$ cat config.mk
export PLATFORM = sky130hd
export DESIGN_NAME = sac_top
export DESIGN_NICKNAME = d
export VERILOG_FILES = /design/src/sac_pkg.sv /design/src/sac_sar_if.sv /design/src/sac_sync.sv /design/src/sac_sar.sv /design/src/sac_top.sv
export SDC_FILE = /design/constraint.sdc
export NUM_CORES = 1
export LEC_CHECK = 0
export BUFFER_PORTS_ARGS = -buffer_cell sky130_fd_sc_hd__buf_2
export CORE_MARGIN = 2
export CORE_UTILIZATION = 50
export CTS_CLUSTER_SIZE = 8
export DETAILED_ROUTE_END_ITERATION = 8
export PLACE_DENSITY = 0.82
export SYNTH_ARGS = -nofsm -noshare
export SYNTH_HDL_FRONTEND = slang
export SYNTH_SLANG_ARGS = --single-unit
$ cat constraint.sdc
create_clock -name mclk_i -period 2.95 [get_ports mclk_i]
set_clock_uncertainty 0.05 [all_clocks]
set_input_delay 0.1475 -clock mclk_i [delete_from_list [all_inputs] [get_ports mclk_i]]
set_output_delay 0.1475 -clock mclk_i [all_outputs]
set_load 0.01 [all_outputs]
$ cat src/sac_pkg.sv
/*
  Shared constants, control-word layout and state types for the serial
  SAR converter control logic. Assumes a single system clock domain.
  // Operation
  // Serial input bit is taken into the shift register on serial clock rise.
  // Serial input is ignored while chip select is high.
  // Serial output changes only after a serial clock rise.
  // Data output and strobe output float while chip select is high.
  // Strobe is high for one serial clock period before the top bit decision.
  // Low shutdown input forces power-down regardless of serial traffic.
  // Master keeps serial clock duty between 40 and 60 percent.
  // Single-ended: selected channel to positive input, common pin to negative.
  // Differential: inputs only from pairs 0/1, 2/3, 4/5, 6/7.
  // Acquisition lasts three serial cycles, ends on fall after last bit.
  // Tracking starts on fall after bit five, hold after bit eight.
  // Conversion phase lasts fifteen serial clock periods.
  // After conversion the hold capacitor tracks the positive input again.
  // Twelve-bit result, one bit decided per serial clock cycle.
  // Leading zeros after chip select falls are dropped; first one starts.
  // Result framed with three leading zeros and one trailing zero.
  // Bipolar gives two's complement, unipolar gives straight binary.
  // Polarity bit one selects unipolar, zero selects bipolar.
  // Control bits are counted from the start bit onward.
*/
package sac_pkg;
  localparam int          RES_W       = 12;
  localparam logic [3:0]  CTRL_BITS   = 4'h8;
  localparam logic [3:0]  TRACK_BIT   = 4'h5;
  localparam logic [1:0]  ACQ_CYCLES  = 2'h3;
  localparam logic [3:0]  STRB_CNT    = 4'h2;
  localparam logic [3:0]  MSB_CNT     = 4'h3;
  localparam logic [3:0]  LSB_CNT     = 4'hE;
  localparam logic [3:0]  CONV_CYCLES = 4'hF;
  localparam logic [3:0]  SAR_TOP_IDX = 4'hB;
  localparam logic [11:0] SAR_MID     = 12'h800;
  localparam logic [11:0] RES_RESET   = 12'h000;
  // control word field positions
  localparam int          F_START     = 7;
  localparam int          F_SEL_HI    = 6;
  localparam int          F_SEL_LO    = 4;
  localparam int          F_POL       = 3;
  localparam int          F_CFG       = 2;
  localparam int          F_PD_HI     = 1;
  localparam int          F_PD_LO     = 0;
  localparam logic [7:0]  CTRL_RESET  = 8'hFF;
  localparam logic [7:0]  CTRL_SEED   = 8'h01;
  // sync order: comp, shutdown_n, din, cs_n, sclk
  localparam int          SYNC_W      = 5;
  localparam logic [4:0]  SYNC_RESET  = 5'h0A;

  typedef enum logic [1:0] {
    SAC_IDLE = 2'b00,
    SAC_CTRL = 2'b01,
    SAC_CONV = 2'b10
  } sac_state_t;

  typedef struct packed {
    sac_state_t  state;
    logic [7:0]  ctrl;
    logic [3:0]  bit_cnt;
    logic [3:0]  conv_cnt;
    logic [1:0]  acq_cnt;
    logic        track;
    logic        strb;
    logic        dout;
    logic        oe_n;
    logic        sclk_q;
    logic        res_vld;
    logic [11:0] result;
  } sac_top_st_t;

  typedef struct packed {
    logic [11:0] trial;
    logic [11:0] res;
    logic [3:0]  idx;
    logic        bip;
  } sac_sar_st_t;

  // other member of a fixed differential pair
  function automatic logic [2:0] sac_pair_mate(input logic [2:0] ch);
    sac_pair_mate = {ch[2:1], ~ch[0]};
  endfunction : sac_pair_mate
endpackage : sac_pkg

$ cat src/sac_sar_if.sv
/*
  Carrier between the sequencer and the approximation register.
  Assumes both ends sit on the same system clock.
*/
`timescale 1ns/1ps
interface sac_sar_if;
  logic        start;
  logic        decide;
  logic        comp;
  logic        bipolar;
  logic [11:0] trial;
  logic [11:0] result;
  modport ctl (output start, output decide, output comp, output bipolar,
               input trial, input result);
  modport eng (input start, input decide, input comp, input bipolar,
               output trial, output result);
endinterface : sac_sar_if

$ cat src/sac_sync.sv
/*
  Two-flop synchroniser for a group of independent level inputs.
  Assumes each bit is a slow level; no bus coherence across bits.
*/
`timescale 1ns/1ps
module sac_sync (
  input  wire logic                          mclk_i,
  input  wire logic                          rst_i,
  input  wire logic [sac_pkg::SYNC_W-1:0]    d_i,
  output logic      [sac_pkg::SYNC_W-1:0]    q_o
);
  typedef struct packed {
    logic [sac_pkg::SYNC_W-1:0] s1;
    logic [sac_pkg::SYNC_W-1:0] s2;
  } sac_sync_st_t;

  sac_sync_st_t st_ff;
  sac_sync_st_t nxt_st;

  always_comb begin
    nxt_st    = st_ff;
    nxt_st.s1 = d_i;
    nxt_st.s2 = st_ff.s1;
  end

  always_ff @(posedge mclk_i or posedge rst_i) begin
    if (rst_i) begin
      st_ff <= {sac_pkg::SYNC_RESET, sac_pkg::SYNC_RESET};
    end else begin
      st_ff <= nxt_st;
    end
  end

  assign q_o = st_ff.s2;
endmodule : sac_sync

$ cat src/sac_sar.sv
/*
  Successive approximation register: trial code for the DAC and the
  settled result. Assumes the sequencer pulses start and decide.
*/
`timescale 1ns/1ps
module sac_sar (
  input  wire logic mclk_i,
  input  wire logic rst_i,
  sac_sar_if.eng    sar
);
  sac_pkg::sac_sar_st_t st_ff;
  sac_pkg::sac_sar_st_t nxt_st;

  always_comb begin
    nxt_st = st_ff;
    if (sar.start) begin
      nxt_st.trial = sac_pkg::SAR_MID;
      nxt_st.res   = sac_pkg::RES_RESET;
      nxt_st.idx   = sac_pkg::SAR_TOP_IDX;
      nxt_st.bip   = sar.bipolar;
    end else if (sar.decide) begin
      // one bit per cycle
      nxt_st.res[st_ff.idx]   = sar.comp;
      nxt_st.trial[st_ff.idx] = sar.comp;
      if (st_ff.idx != 4'h0) begin
        nxt_st.trial[4'(st_ff.idx - 4'h1)] = 1'b1;
        nxt_st.idx = 4'(st_ff.idx - 4'h1);
      end
    end
  end

  always_ff @(posedge mclk_i or posedge rst_i) begin
    if (rst_i) begin
      st_ff <= '{trial: sac_pkg::SAR_MID, res: sac_pkg::RES_RESET,
                 idx: sac_pkg::SAR_TOP_IDX, bip: 1'b0};
    end else begin
      st_ff <= nxt_st;
    end
  end

  assign sar.trial  = st_ff.trial;
  // offset binary to two's complement
  assign sar.result = st_ff.bip ? {~st_ff.res[11], st_ff.res[10:0]} : st_ff.res;
endmodule : sac_sar

$ cat src/sac_top.sv
/*
  Serial control of a 12-bit SAR converter: control word intake, track and
  hold sequencing, channel routing, strobe and result shift-out.
  Assumes serial pins are asynchronous to mclk_i and the serial clock is
  well below a quarter of mclk_i; the comparator output is also resynced.
*/
`timescale 1ns/1ps
module sac_top (
  input  wire logic        mclk_i,
  input  wire logic        rst_i,
  input  wire logic        sclk_i,
  input  wire logic        cs_n_i,
  input  wire logic        din_i,
  input  wire logic        shutdown_low_in_n_i,
  input  wire logic        comp_i,
  output logic             dout_o,
  output logic             dout_oe_n_o,
  output logic             conversion_strobe_out_o,
  output logic             strobe_oe_n_o,
  output logic [2:0]       pos_channel_o,
  output logic [2:0]       neg_channel_o,
  output logic             neg_to_com_o,
  output logic             hold_capacitor_track_o,
  output logic             hold_capacitor_to_neg_o,
  output logic [11:0]      dac_code_o,
  output logic [1:0]       power_mode_o,
  output logic             shutdown_o,
  output logic [11:0]      result_o,
  output logic             result_valid_o
);
  logic [sac_pkg::SYNC_W-1:0] sync_q;
  logic                       sclk_s;
  logic                       cs_s;
  logic                       din_s;
  logic                       shutdown_low_in_n_s;
  logic                       comp_s;
  logic                       rise_evt;
  logic                       fall_evt;
  logic [3:0]                 cnt_inc;
  logic [3:0]                 conv_inc;
  logic [2:0]                 sel;
  logic                       cfg_sgl;
  logic                       pol_uni;
  logic                       start_p;
  logic                       decide_p;
  logic                       msb_slot;
  logic                       data_slot;

  sac_pkg::sac_top_st_t       st_ff;
  sac_pkg::sac_top_st_t       nxt_st;

  localparam sac_pkg::sac_top_st_t TOP_RESET = '{
    state:    sac_pkg::SAC_IDLE,
    ctrl:     sac_pkg::CTRL_RESET,
    bit_cnt:  4'h0,
    conv_cnt: 4'h0,
    acq_cnt:  2'h0,
    track:    1'b0,
    strb:     1'b0,
    dout:     1'b0,
    oe_n:     1'b1,
    sclk_q:   1'b0,
    res_vld:  1'b0,
    result:   sac_pkg::RES_RESET
  };

  // true when a count lies inside a closed window
  function automatic logic sac_in_window(input logic [3:0] cnt,
                                         input logic [3:0] lo,
                                         input logic [3:0] hi);
    sac_in_window = (cnt >= lo) && (cnt <= hi);
  endfunction : sac_in_window

  // all serial pins and the comparator are asynchronous to mclk_i
  sac_sync sac_sync_inst (
    .mclk_i (mclk_i),
    .rst_i  (rst_i),
    .d_i    ({comp_i, shutdown_low_in_n_i, din_i, cs_n_i, sclk_i}),
    .q_o    (sync_q)
  );

  assign sclk_s   = sync_q[0];
  assign cs_s     = sync_q[1];
  assign din_s    = sync_q[2];
  assign shutdown_low_in_n_s = sync_q[3];
  assign comp_s   = sync_q[4];

  // edges against a registered copy; reset level equals the idle low clock
  assign rise_evt = sclk_s & ~st_ff.sclk_q;
  assign fall_evt = ~sclk_s & st_ff.sclk_q;

  assign cnt_inc  = 4'(st_ff.bit_cnt + 4'h1);
  assign conv_inc = 4'(st_ff.conv_cnt + 4'h1);

  assign sel      = st_ff.ctrl[sac_pkg::F_SEL_HI:sac_pkg::F_SEL_LO];
  assign cfg_sgl  = st_ff.ctrl[sac_pkg::F_CFG];
  // one selects unipolar
  assign pol_uni  = st_ff.ctrl[sac_pkg::F_POL];

  // twelve decision slots
  assign msb_slot  = (conv_inc == sac_pkg::MSB_CNT);
  assign data_slot = sac_in_window(conv_inc, sac_pkg::MSB_CNT, sac_pkg::LSB_CNT);

  sac_sar_if sar_bus ();

  assign sar_bus.start   = start_p;
  assign sar_bus.decide  = decide_p;
  assign sar_bus.comp    = comp_s;
  assign sar_bus.bipolar = ~pol_uni;

  sac_sar sac_sar_inst (
    .mclk_i (mclk_i),
    .rst_i  (rst_i),
    .sar    (sar_bus)
  );

  always_comb begin
    nxt_st         = st_ff;
    start_p        = 1'b0;
    decide_p       = 1'b0;
    nxt_st.sclk_q  = sclk_s;
    nxt_st.res_vld = 1'b0;
    // float while deselected
    nxt_st.oe_n    = cs_s;
    if (!shutdown_low_in_n_s) begin
      // shutdown aborts any frame
      nxt_st.state    = sac_pkg::SAC_IDLE;
      nxt_st.track    = 1'b0;
      nxt_st.strb     = 1'b0;
      nxt_st.bit_cnt  = 4'h0;
      nxt_st.conv_cnt = 4'h0;
      nxt_st.acq_cnt  = 2'h0;
    end else begin
      case (st_ff.state)
        sac_pkg::SAC_IDLE: begin
          // leading zeros skipped
          if (rise_evt && !cs_s && din_s) begin
            nxt_st.ctrl    = sac_pkg::CTRL_SEED;
            // start bit counts as one
            nxt_st.bit_cnt = 4'h1;
            nxt_st.state   = sac_pkg::SAC_CTRL;
          end
        end
        sac_pkg::SAC_CTRL: begin
          if (cs_s) begin
            // a cut word is dropped
            nxt_st.state   = sac_pkg::SAC_IDLE;
            nxt_st.bit_cnt = 4'h0;
          end else if (rise_evt) begin
            // bit shifted in
            nxt_st.ctrl    = {st_ff.ctrl[6:0], din_s};
            nxt_st.bit_cnt = cnt_inc;
          end else if (fall_evt) begin
            if (st_ff.bit_cnt == sac_pkg::TRACK_BIT) begin
              // tracking starts
              nxt_st.track   = 1'b1;
              nxt_st.acq_cnt = 2'h0;
            end else if (st_ff.track && st_ff.bit_cnt > sac_pkg::TRACK_BIT) begin
              // acquisition cycles
              nxt_st.acq_cnt = 2'(st_ff.acq_cnt + 2'h1);
            end
            if (st_ff.bit_cnt == sac_pkg::CTRL_BITS) begin
              // hold after last bit
              nxt_st.track    = 1'b0;
              nxt_st.state    = sac_pkg::SAC_CONV;
              nxt_st.conv_cnt = 4'h0;
              nxt_st.strb     = 1'b0;
              start_p         = 1'b1;
            end
          end
        end
        sac_pkg::SAC_CONV: begin
          // paced by serial clock, not by chip select
          if (rise_evt) begin
            nxt_st.conv_cnt = conv_inc;
            // one period ahead of msb
            nxt_st.strb     = (conv_inc == sac_pkg::STRB_CNT);
            // output moves on rise only
            if (data_slot) begin
              decide_p = 1'b1;
              // msb inverted for two's complement
              nxt_st.dout = (msb_slot && !pol_uni) ? ~comp_s : comp_s;
            end else begin
              // zero padding around result
              nxt_st.dout = 1'b0;
            end
            if (conv_inc == sac_pkg::CONV_CYCLES) begin
              // back to tracking
              nxt_st.state   = sac_pkg::SAC_IDLE;
              nxt_st.track   = 1'b1;
              nxt_st.res_vld = 1'b1;
              nxt_st.result  = sar_bus.result;
            end
          end
        end
        default: begin
          nxt_st = TOP_RESET;
        end
      endcase
    end
  end

  always_ff @(posedge mclk_i or posedge rst_i) begin
    if (rst_i) begin
      st_ff <= TOP_RESET;
    end else begin
      st_ff <= nxt_st;
    end
  end

  assign dout_o                  = st_ff.dout;
  assign dout_oe_n_o             = st_ff.oe_n;
  assign conversion_strobe_out_o = st_ff.strb;
  assign strobe_oe_n_o           = st_ff.oe_n;
  // single-ended: selected channel against common
  assign pos_channel_o           = sel;
  assign neg_to_com_o            = cfg_sgl;
  // differential: fixed pair partner
  assign neg_channel_o           = cfg_sgl ? 3'h0 : sac_pkg::sac_pair_mate(sel);
  assign hold_capacitor_track_o  = st_ff.track;
  assign hold_capacitor_to_neg_o = (st_ff.state == sac_pkg::SAC_CONV);
  assign dac_code_o              = sar_bus.trial;
  assign power_mode_o            = st_ff.ctrl[sac_pkg::F_PD_HI:sac_pkg::F_PD_LO];
  // level straight from the second sync flop
  assign shutdown_o              = ~shutdown_low_in_n_s;
  assign result_o                = st_ff.result;
  assign result_valid_o          = st_ff.res_vld;

  // bit taken on rise
  AST_DIN_TAKE: assert property (@(posedge mclk_i) disable iff (rst_i)
    (rise_evt && !cs_s && shutdown_low_in_n_s && st_ff.state == sac_pkg::SAC_CTRL)
    |=> (st_ff.ctrl[0] == $past(din_s)))
    else $error("control bit not taken on serial clock rise");

  // deselected input ignored
  AST_DIN_GATED: assert property (@(posedge mclk_i) disable iff (rst_i)
    cs_s |=> $stable(st_ff.ctrl))
    else $error("control word changed while deselected");

  // output moves after rise
  AST_DOUT_RISE: assert property (@(posedge mclk_i) disable iff (rst_i)
    $changed(st_ff.dout) |-> $past(rise_evt))
    else $error("data output changed without a serial clock rise");

  // float while deselected
  AST_HIZ: assert property (@(posedge mclk_i) disable iff (rst_i)
    cs_s |=> (dout_oe_n_o && strobe_oe_n_o))
    else $error("outputs driven while deselected");

  // strobe starts one slot early
  AST_STRB_ROSE: assert property (@(posedge mclk_i) disable iff (rst_i)
    $rose(st_ff.strb) |-> (st_ff.conv_cnt == sac_pkg::STRB_CNT))
    else $error("strobe rose at wrong count");

  // strobe ends at msb decision
  AST_STRB_FELL: assert property (@(posedge mclk_i) disable iff (rst_i)
    ($fell(st_ff.strb) && $past(shutdown_low_in_n_s)) |-> (st_ff.conv_cnt == sac_pkg::MSB_CNT))
    else $error("strobe fell at wrong count");

  // shutdown forces idle
  AST_SHUTDOWN_LOW_IN: assert property (@(posedge mclk_i) disable iff (rst_i)
    !shutdown_low_in_n_s |=> (st_ff.state == sac_pkg::SAC_IDLE && !st_ff.track))
    else $error("not idle during shutdown");

  // pair partner only
  AST_PAIR: assert property (@(posedge mclk_i) disable iff (rst_i)
    !neg_to_com_o |-> (neg_channel_o == {pos_channel_o[2:1], ~pos_channel_o[0]}))
    else $error("differential input outside fixed pair");

  // three acquisition cycles
  AST_ACQ: assert property (@(posedge mclk_i) disable iff (rst_i)
    ($fell(st_ff.track) && st_ff.state == sac_pkg::SAC_CONV)
    |-> (st_ff.acq_cnt == sac_pkg::ACQ_CYCLES))
    else $error("acquisition window length wrong");

  // tracking after fifth bit
  AST_TRACK_START: assert property (@(posedge mclk_i) disable iff (rst_i)
    (fall_evt && !cs_s && shutdown_low_in_n_s && st_ff.state == sac_pkg::SAC_CTRL
     && st_ff.bit_cnt == sac_pkg::TRACK_BIT) |=> st_ff.track)
    else $error("tracking did not start after fifth bit");

  // conversion length
  AST_CONV_LEN: assert property (@(posedge mclk_i) disable iff (rst_i)
    ($past(st_ff.state) == sac_pkg::SAC_CONV && st_ff.state == sac_pkg::SAC_IDLE
     && $past(shutdown_low_in_n_s)) |-> (st_ff.conv_cnt == sac_pkg::CONV_CYCLES && st_ff.track))
    else $error("conversion ended at wrong count");

  // result only after conversion
  AST_RES_VLD: assert property (@(posedge mclk_i) disable iff (rst_i)
    st_ff.res_vld |-> ($past(st_ff.state) == sac_pkg::SAC_CONV))
    else $error("result valid outside conversion end");
endmodule : sac_top

# --- Word-level counts from Yosys, hierarchy flattened ---
# Cells that the tools add are included.
classes:
  add_sub_neg: 4
  n_lt_le_gt_ge: 7
  n_mux: 58
  n_eq_ne: 28
  n_reduce_logical: 25
  bitwise_logic: 12
op_table:
  columns: ["op", "n"]
  rows:
  - ["$mux 28", 2]
  - ["$mux 12", 3]
  - ["$pmux 11 s3", 1]
  - ["$mux 13", 2]
  - ["$pmux 13 s2", 1]
  - ["$bwmux 12", 2]
  - ["$mux 8", 3]
  - ["$ne 4x4->1 const B", 6]
  - ["$mux 2", 11]
  - ["$ne 3x3->1 const B", 7]
  - ["$mux 1", 16]
  - ["$mux 4", 4]
  - ["$mux 15", 1]
  - ["$mux 14", 1]
  - ["$ne 2x2->1 const B", 6]
  - ["$or 12x12->12", 1]
  - ["$pmux 2 s3", 2]
  - ["$pmux 4 s3", 1]
  - ["$reduce_and 6->1", 2]
  - ["$mux 11", 1]
  - ["$lt 4x5->1 const B", 2]
  - ["$reduce_and 5->1", 2]
  - ["$not 1->1", 9]
  - ["$add 4x1->4 const B", 2]
  - ["other kinds (29)", 46]
totals:
  word_cells: 152
  regBits: 76
  output_inout_bits: 41
  input_bits: 7

# --- Depth between registers and ports, before layout ---
# Gate-level depths: netlist of the first run.
logic_depth:
  depth_word: 9
  mapped_depth: 9

# --- Hierarchy ---
# A second synthesis of the first run with hierarchy kept.
unflattened:
  cells_unflattened: 423
  hier_area_um2: 4154.0
modules_own_cells:
  columns: ["module", "instances", "cells_per_inst", "area_per_inst_um2"]
  rows:
  - ["sac_top", 1, 224, 2105.8]
  - ["sac_sar", 1, 188, 1789.2]
  - ["sac_sync", 1, 11, 259.0]

# --- Worst setup path before layout of the first run ---
# Ideal clock, no wire load.
synth_path:
  path_type: "reg2reg"
  from: "reg st_ff[37] in the netlist's numbering"
  to: "reg sac_sar_inst.st_ff (netlist bit sac_sar_inst.sar.trial[2])"
  synth_period_minus_slack_ps: 2103
  stages_incl_launch_ff: 10
  t_arrival_ps: 1934
  path_buffers: 1
  slack_ps: 847
  cell_sequence: "dfrtp_1 -> inv_1 -> ha_1 -> nand3b_4 -> or3_1 -> buf_2 -> and3_1 -> a32o_1 -> a21oi_1 -> o21ba_1"
synth_between:
  elab_chain_len: 4
  elab_cells_between_ends: 8
  cone_classes: "eq/ne (2); mux (5); reduce/logical (1)"
synth_rtl:
  columns: ["element", "line", "rtl"]
  rows:
  - ["from (decl)", "sac_top.sv:49", "sac_pkg::sac_top_st_t st_ff;"]
  - ["from (signal assigned)", "sac_top.sv:207", "st_ff <= nxt_st;"]
  - ["$eq 2x1->1 or $eq 2x2->1 (tied branches)", "sac_top.sv:134", "case (st_ff.state)"]
  - ["$mux 1", "sac_top.sv:134", null]
  - ["$mux 1", "sac_top.sv:125", "if (!shutdown_low_in_n_s) begin"]
  - ["$mux 28 or $reduce_bool 2->1 (tied branches)", null, null]
  - ["to (signal assigned)", "sac_sar.sv:34", "st_ff <= '{trial: sac_pkg::SAR_MID, res: sac_pkg::RES_RESET,"]
  - ["to (signal assigned)", "sac_sar.sv:37", "st_ff <= nxt_st;"]
  - ["to (decl)", "sac_sar.sv:11", "sac_pkg::sac_sar_st_t st_ff;"]
# Several ways; a longest one is shown, not always the timed one.
# A chain may end at the register's enable or synchronous reset.

# --- Final worst setup path of the first run ---
layout_path:
  from: "reg st_ff[20] in the netlist's numbering"
  to: "reg sac_sar_inst.st_ff (netlist bit sac_sar_inst.sar.trial[4])"
layout_between:
  elab_chain_len: 8
  elab_cells_between_ends: 9
  cone_classes: "add/sub (1); order compare (2); mux (4); reduce/logical (2)"
layout_rtl:
  columns: ["element", "line", "rtl"]
  rows:
  - ["$add 4x1->4 *", "sac_top.sv:93", "assign conv_inc = 4'(st_ff.conv_cnt + 4'h1);"]
  - ["$ge 4x2->1 or $le 4x4->1 (tied branches)", "sac_top.sv:71", "sac_in_window = (cnt >= lo) && (cnt <= hi);"]
  - ["$logic_and 1x1->1 *", "sac_top.sv:71", null]
  - ["$mux 1 *", "sac_top.sv:179", "if (data_slot) begin"]
  - ["$mux 1 *", "sac_top.sv:174", "if (rise_evt) begin"]
  - ["$mux 1 *", "sac_top.sv:134", null]
  - ["$mux 1 *", "sac_top.sv:125", null]
  - ["$reduce_bool 2->1 (no line) *", null, null]
# Mark *: on every way between the ends. The rest lies on a longest branch, timed or not.

==> results.py, run 1 <==
metrics = {
    "global_route": {
        "antenna_found_initial": 0,
        "use_met3_pct": 4.15,
        "grt-busiest-layer": "met2",
        "grt_first_pass_wirelength_um": 15500,
        "use_met1_pct": 31.0,
        "grt_use_met2_pct": 33.5,
        "grt_max_degree": 47,
        "grt_pass1_vias": 3124,
        "track_usage_pct": 21.9,
        "overflow": 0,
    },
    "power": {
        "pwr-share-clk_pct": 34.9,
        "switchingPower_mw": 0.813,
        "switching_share_pct": 31.1,
        "power_frac_comb_pct": 20.6,
        "pwr-share-seq_pct": 44.5,
        "total_power_mw": 2.62,
        "leakagePower_nw": 2.16,
        "power.density_nw_per_um2": 576,
        "intPower_mw": 1.80,
        "ir_drop_uv": 248,
    },
    "clock_tree": {
        "clkLatencyLatePin_ns": 0.36,
        "cts_buffer_depth": 2,
        "cts_resized": 0,
        "cts_sinks": 74,
        "post_cts_buffers": 0,
        "holdBufCountCts": 6,
        "cts_tree": "done",
        "cts_buffers": 9,
        "cts.clk_slew.worst_paths_ns": 0.09,
        "htreeDepth": 3,
        "root_buffer": "clkbuf_8",
    },
    "cells_and_area": {
        "layout_commonest_cell": "dfrtp_1",
        "synthToLayoutAreaGrowth_pct": 9.94,
        "layout-drive-gt1-share_pct": 21.5,
        "regArea_um2": 1870,
        "multi_input_area_um2": 1840,
        "final_nets": 480,
        "layout_common_cells": "dfrtp_1 (58), buf_2 (47), nand2_1 (43), o21ai_0 (26), a21oi_1 (25)",
        "num_antenna_cells": 0,
        "num-fill-cells": 707,
        "fin_util_pct": 56.1,
    },
    "sta": {
        "period_share_pct": 88.2,
        "timing.fmax_mhz": 384,
        "hold_ws_ns": 0.307,
        "relSlewSlack_pct": 50.2,
        "setup_ws_ns": 0.349,
        "final-setup-viol-count": 0,
        "grt_setup_unrepaired": "no",
        "maxSlewViolCount": 0,
        "tightest_slew_ns": 0.745,
        "post-route-min-period_ns": 2.60,
        "timing.setup.tns_ns": 0,
        "hold_viol_final": 0,
    },
    "route": {
        "drc": 0,
        "drtPass1Iterations": 6,
        "wl_per_cell_um": 16.8,
        "route.antenna.remaining_nets": 0,
        "viasPerCell": 6.00,
        "wl_um": 9470,
        "drt_iter0_drc": 407,
        "vias": 3389,
    },
    "yosys": {
        "synth_area_um2": 4130,
        "synth_flop_cell": "dfrtp_1",
        "synthesis.nets": 457,
        "yosysSeqAreaShare_pct": 45.3,
        "ys_warn_count": 0,
        "synth-edff-count": 0,
        "ys_ff_latch": 74,
        "syn_area_per_cell_um2": 9.56,
        "ys_types": 57,
        "synthCells": 432,
        "synthArstFlopShare_pct": 100,
    },
    "placement": {
        "gp_congestion": 0.952,
        "hpwl_um": 6600,
        "buffer_ports.inserted": 47,
        "pre_cts_ws_ns": 0.414,
    },
    "critical_path": {
        "worst_setup_path_end_kind": "register",
        "cp_data_arrival_time_ns": 2.80,
        "criticalPathCategory": "reg2reg",
        "critPathRequiredTime_ns": 3.15,
        "worst-path-max-fanout": 15,
        "start_kind": "register",
    },
    "floorplanning": {
        "die_h_um": 94.9,
        "die_area_um2": 9000,
        "fp.dieW_um": 94.9,
        "core_region_area_um2": 8090,
        "ios": 48,
        "initial_utilization_pct": 51.0,
        "fp-row-count": 33,
    },
    "run": {
        "cap_violations": 0,
    },
    "min_path": {
        "hold_path_class": "reg2reg",
    },
    "status": {
        "outcome": "finished clean",
    },
}
[flip-flops by register name, summed over array words and instances, names as in the netlist]
signal / cells
conversion_strobe_out_o: 1
dout_o: 1
dout_oe_n_o: 1
hold_capacitor_track_o: 1
neg_to_com_o: 1
pol_uni: 1
pos_channel_o: 3
power_mode_o: 2
result_o: 12
result_valid_o: 1
sac_sar_inst.sar.trial: 12
sac_sar_inst.st_ff: 17
sac_sync_inst.nxt_st: 5
sac_sync_inst.q_o: 5
st_ff: 11
[worst max-delay path, stage by stage, from the launching register on]
cell and delay (ns):
dfrtp_1 0.46, ha_1 0.31, and2_1 0.19, a21oi_1 0.23, o311a_1 0.21, o21a_1 0.51, nand3_1 0.23, a32o_1 0.32
[per-layer routing]
layer	vias up	part of all wire, %
met3	26	7.6
li1	1539	-
met4	0	2.3
met1	1644	44
met2	180	46
met5	-	0
[power groups by stage]
| stage | Clock [mW] | Combinational (mW) | Sequential (mW) |
|---|---|---|---|
| after floorplan | 0 | 0.420 | 1.17 |
| after global placement | 0 | 0.517 | 1.18 |
| after detailed placement | 0 | 0.531 | 1.19 |
| after CTS | 0.918 | 0.539 | 1.17 |
| final | 0.912 | 0.539 | 1.17 |
| after global routing | 0.961 | 0.610 | 1.18 |
[path summary, 6_finish.rpt]
check                                                   endpoint                               from  cells after the start  slack, ns
max                        sac_sar_inst.sar.trial[4]$_DFFE_PP0P_              st_ff[20]$_DFFE_PP0P_                      7       0.35
min                               sac_sync_inst.q_o[0]$_DFF_PP0_  sac_sync_inst.nxt_st[0]$_DFF_PP0_                      0       0.31
max reg2reg                sac_sar_inst.sar.trial[4]$_DFFE_PP0P_              st_ff[20]$_DFFE_PP0P_                      7       0.35
min reg2reg                       sac_sync_inst.q_o[0]$_DFF_PP0_  sac_sync_inst.nxt_st[0]$_DFF_PP0_                      0       0.31
max in group asynchronous         sac_sync_inst.q_o[4]$_DFF_PP0_                              rst_i                      4       2.00
min in group asynchronous               result_o[11]$_DFFE_PP0P_                              rst_i                      4       0.35
[stage by stage]
step / cell area, µm² / cells
global placement: 4260 / 543
CTS: 4540 / 565
finish: 4540 / 565
detailed placement: 4260 / 543
floorplan: 4130 / 432
global route: 4540 / 565
[cells by family (layout without fill, tap and decap cells)]
| kind of cell | Yosys count | in the layout | share of synthesized area [%] |
|---|---|---|---|
| xor gates and xnor gates | 4 | 4 | 0.849 |
| buffers and inverters | 75 | 103 | 10.1 |
| AOI/OAI and AO/OA | 122 | 122 | 20.1 |
| DFF | 74 | 74 | 45.3 |
| adders and majority gates | 18 | 18 | 5.45 |
| muxes | 10 | 10 | 2.45 |
| and+or+nand+nor | 129 | 129 | 15.8 |
[cell usage after synthesis (all sizes together), types with 5 or more instances]
cell type   n  area, µm²
a21oi      25        125
and3        5       31.3
nand2      43        161
inv        21       78.8
nand2b      5       31.3
mux2i       9       90.1
a32o        9       90.1
a22o       14        123
dfrtp      58       1450
nor2       22       85.1
nor2b       9       56.3
o21ai      35        175
ha         18        225
nand3      20        100
dfstp      16        420
nor3        7       35.0
buf        42        290
clkbuf     12       46.3
[cell type report]
type                            count  share of cell area [%]
Sequential cell                    74                    41.2
Multi-Input combinational cell    283                    40.6
Clock buffer                        9                    2.73
Tap cell                          105                    2.89
Clock inverter                      7                    2.18
Timing Repair Buffer               66                    8.65
Inverter                           21                    1.74
(Power assumes the default switching activity.)
==> run 2: changes to the inputs <==
- SETUP_SLACK_MARGIN: unset -> 0.4
==> run 2 against run 1 <==
- critical path depth rose by 1
- sequential power hardly changed
- sequential share of layout area hardly changed
- core utilization barely moved
- sequential cell count unchanged
- largest power group unchanged
- highest routed layer unchanged
- power about the same
- critical path type unchanged
- via count shrank 0.97%
- hold slack barely moved
- combinational power increased by 0.9%
- clock-buffer cell count is the same
- die area unchanged
==> results.py, run 2 (synthesis results as in run 1) <==
metrics = {
    "global_route": {
        "grt_pass1_vias": 3124,
        "track_usage_pct": 21.9,
        "grt_first_pass_wirelength_um": 15500,
        "grt_max_degree": 47,
        "overflow": 0,
        "antenna_found_initial": 0,
    },
    "cells_and_area": {
        "num_antenna_cells": 0,
        "layout_commonest_cell": "dfrtp_1",
        "largest_reg_flops": 17,
        "synthToLayoutAreaGrowth_pct": 10.0,
        "finish.instance_area_um2": 4540,
        "final_nets": 480,
        "layout-drive-gt1-share_pct": 22.0,
        "fin_util_pct": 56.1,
        "top_register": "sac_sar_inst.st_ff",
        "post_layout_nonfiller_instances": 565,
        "layout_common_cells": "dfrtp_1 (58), buf_2 (47), nand2_1 (43), o21ai_0 (26), a21oi_1 (25)",
    },
    "power": {
        "power.density_nw_per_um2": 576,
        "switching_share_pct": 31.0,
        "pwr-share-seq_pct": 44.6,
        "switchingPower_mw": 0.810,
        "leakagePower_nw": 2.16,
        "pwr-share-clk_pct": 34.6,
        "ir_drop_uv": 249,
        "intPower_mw": 1.80,
        "power_frac_comb_pct": 20.8,
    },
    "clock_tree": {
        "root_buffer": "clkbuf_8",
        "cts_buffer_depth": 2,
        "cts_sinks": 74,
        "cts_tree": "done",
        "cts_buffers": 9,
        "htreeDepth": 3,
        "cts.clk_slew.worst_paths_ns": 0.09,
        "post_cts_buffers": 0,
        "clkLatencyLatePin_ns": 0.36,
    },
    "floorplanning": {
        "initial_utilization_pct": 51.0,
        "fp-row-count": 33,
        "fp.dieW_um": 94.9,
        "ios": 48,
        "core_region_area_um2": 8090,
        "die_h_um": 94.9,
        "die_area_um2": 9000,
    },
    "route": {
        "drt_iter0_drc": 418,
        "vias": 3356,
        "viasPerCell": 5.94,
        "wl_per_cell_um": 16.7,
        "drc": 0,
        "wl_um": 9440,
        "route.antenna.remaining_nets": 0,
        "drtPass1Iterations": 5,
    },
    "sta": {
        "timing.setup.tns_ns": 0,
        "maxSlewViolCount": 0,
        "tightest_slew_ns": 0.755,
        "final-setup-viol-count": 0,
        "post-route-min-period_ns": 2.42,
        "grt_setup_unrepaired": "yes",
        "period_share_pct": 81.9,
        "relSlewSlack_pct": 49.6,
        "hold_viol_final": 0,
        "timing.fmax_mhz": 414,
    },
    "min_path": {
        "hold_path_class": "reg2reg",
        "hp-start": "sac_sync_inst.nxt_st[0]$_DFF_PP0_",
    },
    "critical_path": {
        "worst_r2r_startpoint": "st_ff[20]$_DFFE_PP0P_",
        "cp_data_arrival_time_ns": 2.66,
        "worst_setup_path_end_kind": "register",
        "worst-path-max-fanout": 8,
        "cp-startpoint": "st_ff[20]$_DFFE_PP0P_",
        "start_kind": "register",
        "critPathRequiredTime_ns": 3.19,
        "criticalPathCategory": "reg2reg",
    },
    "run": {
        "cap_violations": 0,
    },
    "placement": {
        "placed_cell_area_um2": 4260,
        "gp_congestion": 0.952,
        "hpwl_um": 6600,
        "place_inst": 543,
        "buffer_ports.inserted": 47,
    },
    "status": {
        "outcome": "finished clean",
    },
}
## run 2: power groups by stage
stage	clock network [mW]	logic, mW	registers [mW]
after floorplan	0	0.420	1.17
after global placement	0	0.517	1.18
after detailed placement	0	0.531	1.19
after CTS	0.918	0.539	1.17
after global routing	0.961	0.614	1.18
final	0.905	0.544	1.17
## run 2: cell type report
cell class	count	area, µm²
fillers	707	3550
flip-flops and latches	74	1870
multi-input cells	283	1850
repair buffers	66	393
well taps	105	131
clock buffers	9	124
clock inverters	7	98.8
inverters	21	78.8
## run 2: final timing paths
path / to / slack, ns / cells after the start
worst max-delay path: sac_sar_inst.st_ff[6]$_DFFE_PP0P_ / 0.53 / 8
worst min-delay path: sac_sync_inst.q_o[0]$_DFF_PP0_ / 0.31 / 0
worst max register to register: sac_sar_inst.st_ff[6]$_DFFE_PP0P_ / 0.53 / 8
worst min register to register: sac_sync_inst.q_o[0]$_DFF_PP0_ / 0.31 / 0
max in group asynchronous: sac_sync_inst.q_o[4]$_DFF_PP0_ / 2.01 / 4
min in group asynchronous: result_o[11]$_DFFE_PP0P_ / 0.35 / 4
## run 2: worst max-delay path, stage by stage (launching register included)
cell,delay [ns]
dfrtp_1,0.46
ha_1,0.31
and2_1,0.19
a21oi_1,0.23
o311a_1,0.21
o21ai_1,0.20
buf_4,0.24
or3_1,0.35
a21oi_1,0.13
## run 2: layer usage
metal	track usage, %	up-vias	part of all wire [%]
met2	33.5	160	47
li1	-	1541	-
met5	0	-	0
met4	8.33	0	2.1
met1	31.0	1633	45
met3	4.15	22	6.5
## run 2: timing repair
action	CTS	global route
endpoints found under the hold margin	63	0
resized for setup	0	2
endpoints found under the setup margin	0	22
hold buffers	6	0
## run 2: per-stage QoR
step	hold slack [ns]	setup WS, ns	total power, mW
final	0.307	0.535	2.61
after global routing	0.316	0.394	2.75
after CTS	0.310	0.406	2.62
after detailed placement	0.189	0.414	1.72
after global placement	0.183	0.575	1.70
after floorplan	0.102	0.847	1.59
